### config.mk
export PLATFORM = sky130hd
export DESIGN_NAME = poh_insert_ctrl
export DESIGN_NICKNAME = d
export VERILOG_FILES = /design/src/core/poh_pkg.sv /design/src/core/oh_deser.sv /design/src/core/poh_insert_ctrl.sv
export SDC_FILE = /design/constraint.sdc
export NUM_CORES = 1
export LEC_CHECK = 0
export BUFFER_PORTS_ARGS = -buffer_cell sky130_fd_sc_hd__buf_2
export CAP_MARGIN = 25
export CORE_MARGIN = 2
export CORE_UTILIZATION = 55
export DETAILED_ROUTE_END_ITERATION = 8
export GPL_ROUTABILITY_DRIVEN = 1
export PLACE_DENSITY = 0.89
export SLEW_MARGIN = 10
export SYNTH_ARGS = -nofsm -noshare
export SYNTH_HDL_FRONTEND = slang
export SYNTH_SLANG_ARGS = --single-unit
### constraint.sdc
create_clock -name aclk -period 2.8 [get_ports aclk]
set_input_delay 0.14 -clock aclk [delete_from_list [all_inputs] [get_ports aclk]]
set_output_delay 0.14 -clock aclk [all_outputs]
set_load 0.02 [all_outputs]
### src/core/poh_pkg.sv
// shared constants and types for the path overhead insertion control
package poh_pkg;
  localparam int unsigned ADDR_W = 16;
  // register indices; byte address is four times the index
  localparam logic [11:0] IDX_PAYLOAD = 12'h781;
  localparam logic [11:0] IDX_GROWTH = 12'h782;
  localparam logic [11:0] IDX_SRC = 12'h783;
  localparam logic [11:0] IDX_C2 = 12'h79b;
  localparam logic [11:0] IDX_G1 = 12'h79f;
  localparam logic [11:0] IDX_F2 = 12'h7a3;
  localparam logic [11:0] IDX_H4 = 12'h7a7;
  localparam logic [11:0] IDX_Z3 = 12'h7ab;
  localparam logic [11:0] IDX_Z4 = 12'h7af;
  localparam logic [11:0] IDX_Z5 = 12'h7b3;
  localparam logic [11:0] IDX_STATUS = 12'h7b7;
  // growth byte source control bit positions
  localparam int unsigned GB_Z5 = 3;
  localparam int unsigned GB_Z4 = 2;
  localparam int unsigned GB_Z3 = 1;
  localparam int unsigned GB_H4 = 0;
  localparam logic [7:0] GB_MASK = 8'h0f;
  localparam logic [7:0] PT_MASK = 8'h03;
  // overhead source control bit positions
  localparam int unsigned SRC_F2 = 7;
  localparam int unsigned SRC_REI_LSB = 5;
  localparam int unsigned SRC_RDI_LSB = 3;
  localparam int unsigned SRC_C2 = 2;
  localparam int unsigned SRC_AUTO = 1;
  localparam int unsigned SRC_AIS = 0;
  // outbound G1 field positions
  localparam int unsigned G1_REI_LSB = 4;
  localparam int unsigned G1_RDI_LSB = 1;
  localparam logic [7:0] RST_BYTE = 8'h00;
  localparam logic [7:0] PDI_CODE = 8'hfc;
  localparam logic [7:0] AIS_BYTE = 8'hff;
  localparam logic [1:0] RESP_OKAY = 2'b00;
  localparam logic [1:0] RESP_SLVERR = 2'b10;

  typedef enum logic [1:0] {
    PT_LTE = 2'b00,
    PT_ASYNC_E1 = 2'b01,
    PT_RSV2 = 2'b10,
    PT_RSV3 = 2'b11
  } payload_type_t;

  typedef enum logic [1:0] {
    G1_RX_A = 2'b00,
    G1_REG = 2'b01,
    G1_PIN = 2'b10,
    G1_RX_B = 2'b11
  } g1_src_t;

  typedef enum logic [3:0] {
    K_TOH = 4'h0,
    K_PTR = 4'h1,
    K_PAYLOAD = 4'h2,
    K_J1 = 4'h3,
    K_B3 = 4'h4,
    K_C2 = 4'h5,
    K_G1 = 4'h6,
    K_F2 = 4'h7,
    K_H4 = 4'h8,
    K_Z3 = 4'h9,
    K_Z4 = 4'ha,
    K_Z5 = 4'hb
  } byte_kind_t;

  typedef struct packed {
    byte_kind_t kind;
    logic [7:0] data;
  } beat_t;
endpackage

### src/core/oh_deser.sv
// serial overhead input deserialiser, msb first
`timescale 1ns/10ps
`default_nettype none
module oh_deser #(
  parameter int unsigned W = 8
) (
  input wire logic aclk,
  input wire logic aresetn,
  input wire logic bit_in,
  input wire logic bit_en,
  input wire logic sync,
  output logic [W-1:0] byte_q
);
  localparam int unsigned CW = $clog2(W);

  typedef struct packed {
    logic [W-1:0] shift;
    logic [CW-1:0] cnt;
    logic [W-1:0] word;
  } deser_t;

  deser_t s;
  deser_t n;

  initial begin
    if (W < 2) begin
      $error("oh_deser: W must be at least 2");
    end
  end

  always_comb begin
    n = s;
    if (bit_en) begin
      n.shift = {s.shift[W-2:0], bit_in};
      // sync marks the first bit of a byte
      if (sync) begin
        n.cnt = CW'(1);
      end else if (s.cnt == CW'(W - 1)) begin
        n.cnt = '0;
        n.word = {s.shift[W-2:0], bit_in};
      end else begin
        n.cnt = s.cnt + CW'(1);
      end
    end
  end

  always_ff @(posedge aclk) begin
    if (!aresetn) begin
      s <= '0;
    end else begin
      s <= n;
    end
  end

  assign byte_q = s.word;
endmodule
`default_nettype wire

### src/core/poh_insert_ctrl.sv
// transmit vc-3 path overhead insertion with axi4-lite control registers
// Contract
// [RULE1] two-bit payload type: 00 lte with fixed stuff, 01 async e1, others reserved
// [RULE2] z5 from its value register when select is 0, from serial pin when 1
// [RULE3] z4 from its value register when select is 0, from serial pin when 1
// [RULE4] z3 from its value register when select is 0, from serial pin when 1
// [RULE5] h4 from its value register when select is 0, from serial pin when 1
// [RULE6] f2 from its value register when select is 0, from serial pin when 1
// [RULE7] g1 rei: 00/11 receive b3 errors, 01 g1 register, 10 serial pin
// [RULE8] g1 rdi: 00/11 receive alarms, 01 g1 register, 10 serial pin
// [RULE9] c2 from its value register when select is 0, from serial pin when 1
// [RULE10] auto mode writes 0xfc into c2 while au-ais is received
// [RULE11] forced au-ais sets h1, h2, h3 and all vc-3 bytes to ones
// [RULE12] forced payload defect code overrides the chosen c2 source
`timescale 1ns/10ps
`default_nettype none
module poh_insert_ctrl #(
  parameter int unsigned ADDR_W = poh_pkg::ADDR_W
) (
  input wire logic aclk,
  input wire logic aresetn,
  input wire logic [ADDR_W-1:0] awaddr,
  input wire logic [2:0] awprot,
  input wire logic awvalid,
  output logic awready,
  input wire logic [31:0] wdata,
  input wire logic [3:0] wstrb,
  input wire logic wvalid,
  output logic wready,
  output logic [1:0] bresp,
  output logic bvalid,
  input wire logic bready,
  input wire logic [ADDR_W-1:0] araddr,
  input wire logic [2:0] arprot,
  input wire logic arvalid,
  output logic arready,
  output logic [31:0] rdata,
  output logic [1:0] rresp,
  output logic rvalid,
  input wire logic rready,
  input wire logic in_valid,
  input wire poh_pkg::beat_t in_beat,
  input wire logic path_overhead_serial_input,
  input wire logic oh_bit_en,
  input wire logic oh_sync,
  input wire logic [3:0] rx_rei,
  input wire logic [2:0] rx_rdi,
  input wire logic rx_au_ais,
  output logic out_valid,
  output poh_pkg::beat_t out_beat,
  output poh_pkg::payload_type_t payload_type
);
  typedef struct packed {
    poh_pkg::payload_type_t pt;
    logic [3:0] gb;
    logic [7:0] src;
    logic [7:0] c2;
    logic [7:0] g1;
    logic [7:0] f2;
    logic [7:0] h4;
    logic [7:0] z3;
    logic [7:0] z4;
    logic [7:0] z5;
    logic awready;
    logic wready;
    logic arready;
    logic aw_have;
    logic w_have;
    logic [ADDR_W-1:0] waddr;
    logic [7:0] wbyte;
    logic wen;
    logic bvalid;
    logic [1:0] bresp;
    logic rvalid;
    logic [1:0] rresp;
    logic [7:0] rbyte;
    logic out_valid;
    poh_pkg::beat_t out;
  } state_t;

  state_t s;
  state_t n;
  logic [7:0] oh_byte;
  logic [12:0] wdec;
  logic [12:0] rdec;
  logic pdi_active;

  initial begin
    if (ADDR_W < 14 || ADDR_W > 32) begin
      $error("poh_insert_ctrl: ADDR_W must lie in 14..32");
    end
  end

  // returns {mapped, index}; only aligned words in the index range map
  function automatic logic [12:0] decode(input logic [ADDR_W-1:0] a);
    logic [ADDR_W-1:0] w;
    w = a >> 2;
    decode = {(a[1:0] == 2'b00) && ((w >> 12) == '0), w[11:0]};
  endfunction

  function automatic logic [7:0] pick(input logic pin_sel, input logic [7:0] regv,
                                      input logic [7:0] pin);
    pick = pin_sel ? pin : regv;
  endfunction

  oh_deser #(
    .W(8)
  ) u_deser (
    .aclk(aclk),
    .aresetn(aresetn),
    .bit_in(path_overhead_serial_input),
    .bit_en(oh_bit_en),
    .sync(oh_sync),
    .byte_q(oh_byte)
  );

  assign wdec = decode(s.waddr);
  assign rdec = decode(araddr);
  assign pdi_active = s.src[poh_pkg::SRC_AUTO] && rx_au_ais;

  always_comb begin
    n = s;
    // write address and data are taken independently
    if (s.awready && awvalid) begin
      n.awready = 1'b0;
      n.aw_have = 1'b1;
      n.waddr = awaddr;
    end
    if (s.wready && wvalid) begin
      n.wready = 1'b0;
      n.w_have = 1'b1;
      n.wbyte = wdata[7:0];
      n.wen = wstrb[0];
    end
    if (s.aw_have && s.w_have && !s.bvalid) begin
      n.aw_have = 1'b0;
      n.w_have = 1'b0;
      n.bvalid = 1'b1;
      n.bresp = poh_pkg::RESP_OKAY;
      if (!wdec[12]) begin
        n.bresp = poh_pkg::RESP_SLVERR;
      end else if (s.wen) begin
        unique case (wdec[11:0])
          poh_pkg::IDX_PAYLOAD: n.pt = poh_pkg::payload_type_t'(s.wbyte[1:0]); // RULE1
          poh_pkg::IDX_GROWTH: n.gb = s.wbyte[3:0];
          poh_pkg::IDX_SRC: n.src = s.wbyte;
          poh_pkg::IDX_C2: n.c2 = s.wbyte;
          poh_pkg::IDX_G1: n.g1 = s.wbyte;
          poh_pkg::IDX_F2: n.f2 = s.wbyte;
          poh_pkg::IDX_H4: n.h4 = s.wbyte;
          poh_pkg::IDX_Z3: n.z3 = s.wbyte;
          poh_pkg::IDX_Z4: n.z4 = s.wbyte;
          poh_pkg::IDX_Z5: n.z5 = s.wbyte;
          poh_pkg::IDX_STATUS: n.bresp = poh_pkg::RESP_OKAY;
          default: n.bresp = poh_pkg::RESP_SLVERR;
        endcase
      end
    end
    if (s.bvalid && bready) begin
      n.bvalid = 1'b0;
      n.awready = 1'b1;
      n.wready = 1'b1;
    end
    // one read at a time; data answer one cycle after the address is taken
    if (s.arready && arvalid) begin
      n.arready = 1'b0;
      n.rvalid = 1'b1;
      n.rresp = poh_pkg::RESP_OKAY;
      n.rbyte = poh_pkg::RST_BYTE;
      if (!rdec[12]) begin
        n.rresp = poh_pkg::RESP_SLVERR;
      end else begin
        unique case (rdec[11:0])
          poh_pkg::IDX_PAYLOAD: n.rbyte = {6'h00, s.pt} & poh_pkg::PT_MASK;
          poh_pkg::IDX_GROWTH: n.rbyte = {4'h0, s.gb} & poh_pkg::GB_MASK;
          poh_pkg::IDX_SRC: n.rbyte = s.src;
          poh_pkg::IDX_C2: n.rbyte = s.c2;
          poh_pkg::IDX_G1: n.rbyte = s.g1;
          poh_pkg::IDX_F2: n.rbyte = s.f2;
          poh_pkg::IDX_H4: n.rbyte = s.h4;
          poh_pkg::IDX_Z3: n.rbyte = s.z3;
          poh_pkg::IDX_Z4: n.rbyte = s.z4;
          poh_pkg::IDX_Z5: n.rbyte = s.z5;
          poh_pkg::IDX_STATUS: n.rbyte = {pdi_active, rx_rdi, rx_rei};
          default: n.rresp = poh_pkg::RESP_SLVERR;
        endcase
      end
    end
    if (s.rvalid && rready) begin
      n.rvalid = 1'b0;
      n.arready = 1'b1;
    end
    // one-stage overhead insertion on the outbound byte stream
    n.out_valid = in_valid;
    if (in_valid) begin
      n.out = in_beat;
      unique case (in_beat.kind)
        poh_pkg::K_Z5: n.out.data = pick(s.gb[poh_pkg::GB_Z5], s.z5, oh_byte); // RULE2
        poh_pkg::K_Z4: n.out.data = pick(s.gb[poh_pkg::GB_Z4], s.z4, oh_byte); // RULE3
        poh_pkg::K_Z3: n.out.data = pick(s.gb[poh_pkg::GB_Z3], s.z3, oh_byte); // RULE4
        poh_pkg::K_H4: n.out.data = pick(s.gb[poh_pkg::GB_H4], s.h4, oh_byte); // RULE5
        poh_pkg::K_F2: n.out.data = pick(s.src[poh_pkg::SRC_F2], s.f2, oh_byte); // RULE6
        poh_pkg::K_C2: begin
          n.out.data = pick(s.src[poh_pkg::SRC_C2], s.c2, oh_byte); // RULE9
          if (pdi_active) begin
            n.out.data = poh_pkg::PDI_CODE; // RULE10 RULE12
          end
        end
        poh_pkg::K_G1: begin
          unique case (poh_pkg::g1_src_t'(s.src[poh_pkg::SRC_REI_LSB +: 2]))
            poh_pkg::G1_REG: n.out.data[poh_pkg::G1_REI_LSB +: 4] = s.g1[7:4]; // RULE7
            poh_pkg::G1_PIN: n.out.data[poh_pkg::G1_REI_LSB +: 4] = oh_byte[7:4]; // RULE7
            default: n.out.data[poh_pkg::G1_REI_LSB +: 4] = rx_rei; // RULE7
          endcase
          unique case (poh_pkg::g1_src_t'(s.src[poh_pkg::SRC_RDI_LSB +: 2]))
            poh_pkg::G1_REG: n.out.data[poh_pkg::G1_RDI_LSB +: 3] = s.g1[3:1]; // RULE8
            poh_pkg::G1_PIN: n.out.data[poh_pkg::G1_RDI_LSB +: 3] = oh_byte[3:1]; // RULE8
            default: n.out.data[poh_pkg::G1_RDI_LSB +: 3] = rx_rdi; // RULE8
          endcase
        end
        default: n.out.data = in_beat.data;
      endcase
      // forced au-ais wins over every source, transport overhead passes untouched
      if (s.src[poh_pkg::SRC_AIS] && in_beat.kind != poh_pkg::K_TOH) begin
        n.out.data = poh_pkg::AIS_BYTE; // RULE11
      end
    end
  end

  always_ff @(posedge aclk) begin
    if (!aresetn) begin
      s <= '0;
      s.awready <= 1'b1;
      s.wready <= 1'b1;
      s.arready <= 1'b1;
    end else begin
      s <= n;
    end
  end

  assign awready = s.awready;
  assign wready = s.wready;
  assign bvalid = s.bvalid;
  assign bresp = s.bresp;
  assign arready = s.arready;
  assign rvalid = s.rvalid;
  assign rresp = s.rresp;
  assign rdata = {24'h000000, s.rbyte};
  assign out_valid = s.out_valid;
  assign out_beat = s.out;
  assign payload_type = s.pt;

  // helpers read only by the checks below
  logic [1:0] wb_pt;
  logic [3:0] g1_rei_val;
  logic [2:0] g1_rdi_val;
  logic [1:0] rei_sel;
  logic [1:0] rdi_sel;
  logic pt_write;
  assign wb_pt = s.wbyte[1:0];
  assign g1_rei_val = s.g1[7:4];
  assign g1_rdi_val = s.g1[3:1];
  assign rei_sel = s.src[6:5];
  assign rdi_sel = s.src[4:3];
  assign pt_write = s.aw_have && s.w_have && !s.bvalid && s.wen
                    && wdec == {1'b1, poh_pkg::IDX_PAYLOAD};
endmodule
`default_nettype wire

== After elaboration in Yosys (flattened, before gate mapping) ==
Cells that the tools add are included.

* Register bits: 145
* Latch bits: 0
* Input port bits: 105
* RAM bits: 0
* Logic and storage cells: 120
* Memories: 0
* ROM bits: 0

* Muxes and demuxes: 21
* $mul: 0
* Add/sub/neg operators: 1
* Magnitude comparators: 0
* Bitwise gates (word level): 2
* Divide/modulo/power cells: 0
* Shift-type cells: 0
* Reductions and logical operators: 33
* Equal/unequal tests: 34

{| class="wikitable"
|+ Operators with widths
! kind !! count
|-
| 12-bit by 11-bit equality test with 1-bit output, second input constant || 22
|-
| 8-bit case mux with 11 select lines || 1
|-
| 8-bit two-way mux || 9
|-
| 7-bit case mux with 7 select lines || 1
|-
| 4-bit AND reduction || 10
|-
| 16-bit logical NOT || 2
|-
| 11-bit OR reduction || 2
|-
| 4-bit equality test, second input constant || 4
|-
| 4-bit by 3-bit equality test with 1-bit output, second input constant || 3
|-
| 1-bit logical AND || 11
|-
| 2-bit two-way mux || 5
|-
| 4-bit case mux with 2 select lines || 1
|-
| 3-bit two-way mux || 2
|-
| 1-bit case mux with 6 select lines || 1
|-
| 3-bit case mux with 2 select lines || 1
|-
| 2-bit OR reduction || 3
|-
| 2-bit by 1-bit equality test with 1-bit output, second input constant || 2
|-
| 2-bit equality test, second input constant || 2
|-
| 2-bit logical NOT || 2
|-
| 4-bit nonzero test || 1
|-
| 3-bit by 1-bit adder with 3-bit output, second input constant || 1
|-
| 3-bit equality test, second input constant || 1
|-
| 3-bit AND reduction || 1
|-
| 1-bit NOT || 2
|-
| 1-bit logical NOT || 1
|}

== Logic depth before layout (Yosys ltp) ==
* Depth in word-level cells: 5
* Depth in mapped cells: 7
* Gate-level depth less buffers: 6

== Modules after synthesis ==
A second synthesis with hierarchy kept.

* Cells, all modules: 903
* Area, all modules: 8075.2 sq um

{| class="wikitable"
|+ By module, submodules not included
! module !! times used !! seq. area each (sq um) !! cells an instance !! area an instance (sq um)
|-
| poh_insert_ctrl || 1 || 2502.4 || 821 || 7259.5
|-
| oh_deser || 1 || 360.3 || 82 || 815.8
|}

== Worst setup path before layout ==
Ideal clock, no wire load.

* Kind: register -> register
* From: register s[36] (netlist bit)
* To: register s[121] (netlist bit)
* Arrival time: 1.912 ns
* Clock period less this slack: 2.028 ns
* Setup slack: 0.772 ns
* Data required time: 2.684 ns
* Cell stages (with the launch flop): 6
* Cells stage by stage: dfxtp_1 -> or4_4 -> or4_4 -> nor3_4 -> mux2i_1 -> nor2b_1

* Word-level cells in the longest chain between the ends: 3

{| class="wikitable"
|+ Ends and longest elaborated chain
! element !! RTL line !! source
|-
| start: declaration || poh_insert_ctrl.sv:81 || <nowiki>state_t s;</nowiki>
|-
| start signal: assignment || poh_insert_ctrl.sv:237 || <nowiki>s <= n;</nowiki>
|-
| 2-bit logical NOT || poh_insert_ctrl.sv:98 || <nowiki>decode = {(a[1:0] == 2'b00) && ((w >> 12) == '0), w[11:0]};</nowiki>
|-
| 1-bit logical AND || poh_insert_ctrl.sv:98 ||
|-
| 4-bit AND reduction (no source line) || - ||
|}

No other way between the ends.
A chain may end at the register's enable or synchronous reset.

== Final worst setup path ==
* From: register s[36] (netlist bit)
* To: register s[94] (netlist bit)

The elaborated chain is that of the path after synthesis.

==> run metrics <==
status=complete, no violations; Die Wd=~120 um; global route overflow=0; RSZ-0062 raised after global routing=false; Reg2Reg Depth=5; area of the multi-input gates=between 4000 and 5000 um^2; CTS tree=built; Main synth FF type=dfxtp_1; PostCTS Resize Cnt=0; Placer Congestion=roughly 1.1; final core occ=0.653; worst path cell trace=or4_4 -> nor3_2 -> and2_1 -> nand3_1 -> mux2i_1; setup slack, reg-to-reg=between 300 and 400 ps; WL/cell=19.0 um; mapped cell area=7860 um^2; Max Freq=approximately 420 MHz; worst reg2reg path endpoint=s[94]; most frequent cells in the layout=149 x nand2_1, 143 x dfxtp_1, 138 x mux2i_1, 100 x buf_2, 57 x nor2b_1; Final Non-Filler Cells=about 1,200; Crit. End Element=flop; Longest Clk Path Bufs=2; CP max stage delay=between 500 and 600 ps; routed via count=between 7,000 and 8,000; commonest non-fill, non-tap cell in the layout=nand2_1; Top delay family on crit path=simple AND/OR/NAND/NOR gates; number of CTS-inserted buffers=17; final WL=between 20 and 25 mm; largest net degree at the start of global routing=117; Worst Setup EP=s[94]; VDD IR max=~0.42 mV; TritonRoute pass-1 iters=6; Worst Setup SP=s[36]; Post-synth EDFFs=0; distinct cell type count after synthesis=56; Die ar.=~15,000 um^2; sequential-to-total area share from yosys stat=0.364; Ant. Diodes=0; die outline height=about 120 um; vias per std cell=around 6.1; clock sinks=~140; Reg area=2860 um^2; Final Hold Violating Endpoints=0; number of cells on the critical path=5; power per cell area=around 540 nW/um^2; final instance area=~9100 um^2; GRT Total Usage=0.297; post-route minimum period=around 2400 ps; dpl cell area=about 8200 um^2; leak pwr=3.67 nW; Clk Latency, worst-skew pair=roughly 440 ps; critical path peak fanout=8; area grow syn2layout=15.8%; synthesized instance count=900; Ports=161; Setup Skew=7.65 ps; Final #Nets=around 1,100; input/output buffers=between 100 and 150; total negative slack=0 ps; Worst setup SP type=flop; Slew @ Worst Pin=773 ps; H-Tree Depth=4; clock transition at the registers of the reported paths=~70 ps; Residual DRC=0; hpwl dp=15.1 mm; Final ANT Viol Nets=0; fin crit share=0.860; final setup fails=0; FF+latch count, synth=roughly 140; Core Box Area=around 14,000 um^2; Root Buffer=clkbuf_16; row count=43; placed cell count=approximately 1,100; reg2reg start=s[36]; Critical Path RT=~3100 ps; worst endpoint data arrival time=2750 ps; Synth Warn #=0; Hold Path Class=in -> reg; Slew headroom=0.480; crit path kind=reg -> reg; Async SR Flop Fraction=0; # Max-Cap Violations=0; crit path buf inv count=0; Final Max Tran Viols=0; vias in the first global route=6,690; Layout fillers=between 1,000 and 1,500; DRT iter0 DRCs=758; initial core utilization=0.564; slowest cell on the critical path=or4_4; syn_area_per_cell=~8.7 um^2; share of post-route cells with drive strength above 1=0.164; post-CTS setup repair buffer count=0; first-pass GRT wire length=between 30 and 40 mm; initial antenna violation count=0
-- stage by stage --
step                power [mW]  setup WS, ps  hold WS (ps)
detailed placement        2.55           562           369
CTS                       4.90           453          1.84
finish                    4.90           391          19.3
floorplan                 2.46           772           240
global route              5.06           317          33.7
global placement          2.55           609           345
-- area by class of cell --
cell class / instances / area share
Sequential cell: 143 / 0.314
Inverter: 10 / 0.00412
Clock buffer: 18 / 0.0482
Timing Repair Buffer: 143 / 0.100
Multi-Input combinational cell: 665 / 0.490
Clock inverter: 14 / 0.0186
Tap cell: 180 / 0.0247
-- worst min-delay path by stage --
stage                     startpoint  cells after the start  endpoint
after CTS                    arvalid                      3   arready
after floorplan              awvalid                      1   awready
after global routing         arvalid                      3   arready
after detailed placement      wvalid                      2    wready
final                        arvalid                      3   arready
after global placement       awvalid                      2   awready
-- cells in the mapped netlist, drive strengths merged (5+ instances only) --
master	instances	area [um^2]
a21boi	30	225
a21oi	9	45.0
a22o	8	70.1
a22oi	21	158
a31oi	8	50.1
a32oi	5	43.8
and2	9	56.3
and3	6	37.5
buf	57	409
clkbuf	50	188
dfxtp	143	2860
ha	6	75.1
inv	10	37.5
mux2	11	124
mux2i	138	1380
nand2	149	559
nand2b	6	37.5
nand3	18	90.1
nand3b	9	67.6
nand4b	7	61.3
nor2	27	106
nor2b	57	357
nor3	10	66.3
nor4	8	50.1
o21ai	27	135
o22ai	16	100
-- per-layer routing --
metal | track usage | wire length [um] | vias to the layer above
li1 | - | - | 3292
met1 | 0.368 | 8950 | 3330
met2 | 0.470 | 10300 | 406
met3 | 0.0770 | 2050 | 96
met4 | 0.165 | 991 | 0
met5 | 0 | 0 | -
-- power breakdown --
group | internal, mW | switching, mW | total [mW] | leakage (nW)
combinational | 0.171 | 0.263 | 0.434 | 2.21
sequential | 2.08 | 0.0430 | 2.12 | 1.16
clock | 1.37 | 0.969 | 2.34 | 0.303
total | 3.62 | 1.28 | 4.90 | 3.67
-- logic make-up after synthesis --
group / Yosys count / share of synthesized area
AOI/OAI and AO/OA: 151 / 0.135
xor gates and xnor gates: 1 / 0.00111
muxes: 149 / 0.191
DFF: 143 / 0.364
adders and majority gates: 6 / 0.00955
buffers and inverters: 117 / 0.0807
other: 1 / 0.000477
and+or+nand+nor: 332 / 0.218
-- worst reg2reg max path, cell delays in order, from the launching register on --
cell     delay, ps
dfxtp_1        310
or4_4          560
nor3_2         330
and2_1         210
nand3_1        520
mux2i_1        380
-- sequential cells by signal (all words and copies together), names as in the netlist --
| signal | count |
|---|---|
| wready | 1 |
| rdi_sel | 2 |
| g1_rei_val | 4 |
| bresp | 1 |
| out_valid | 1 |
| out_beat | 12 |
| u_deser.s | 10 |
| s | 84 |
| rei_sel | 2 |
| arready | 1 |
| awready | 1 |
| rresp | 1 |
| g1_rdi_val | 3 |
| payload_type | 2 |
| u_deser.byte_q | 8 |
| bvalid | 1 |
| rvalid | 1 |
| rdata | 8 |
-- timing repair --
| item | CTS | global route |
|---|---|---|
| hold buffers | 30 | 0 |
| hold endpoints to repair | 31 | 0 |
| endpoints found under the setup margin | 0 | 0 |
No activity file was read; power rests on OpenSTA's default activity.
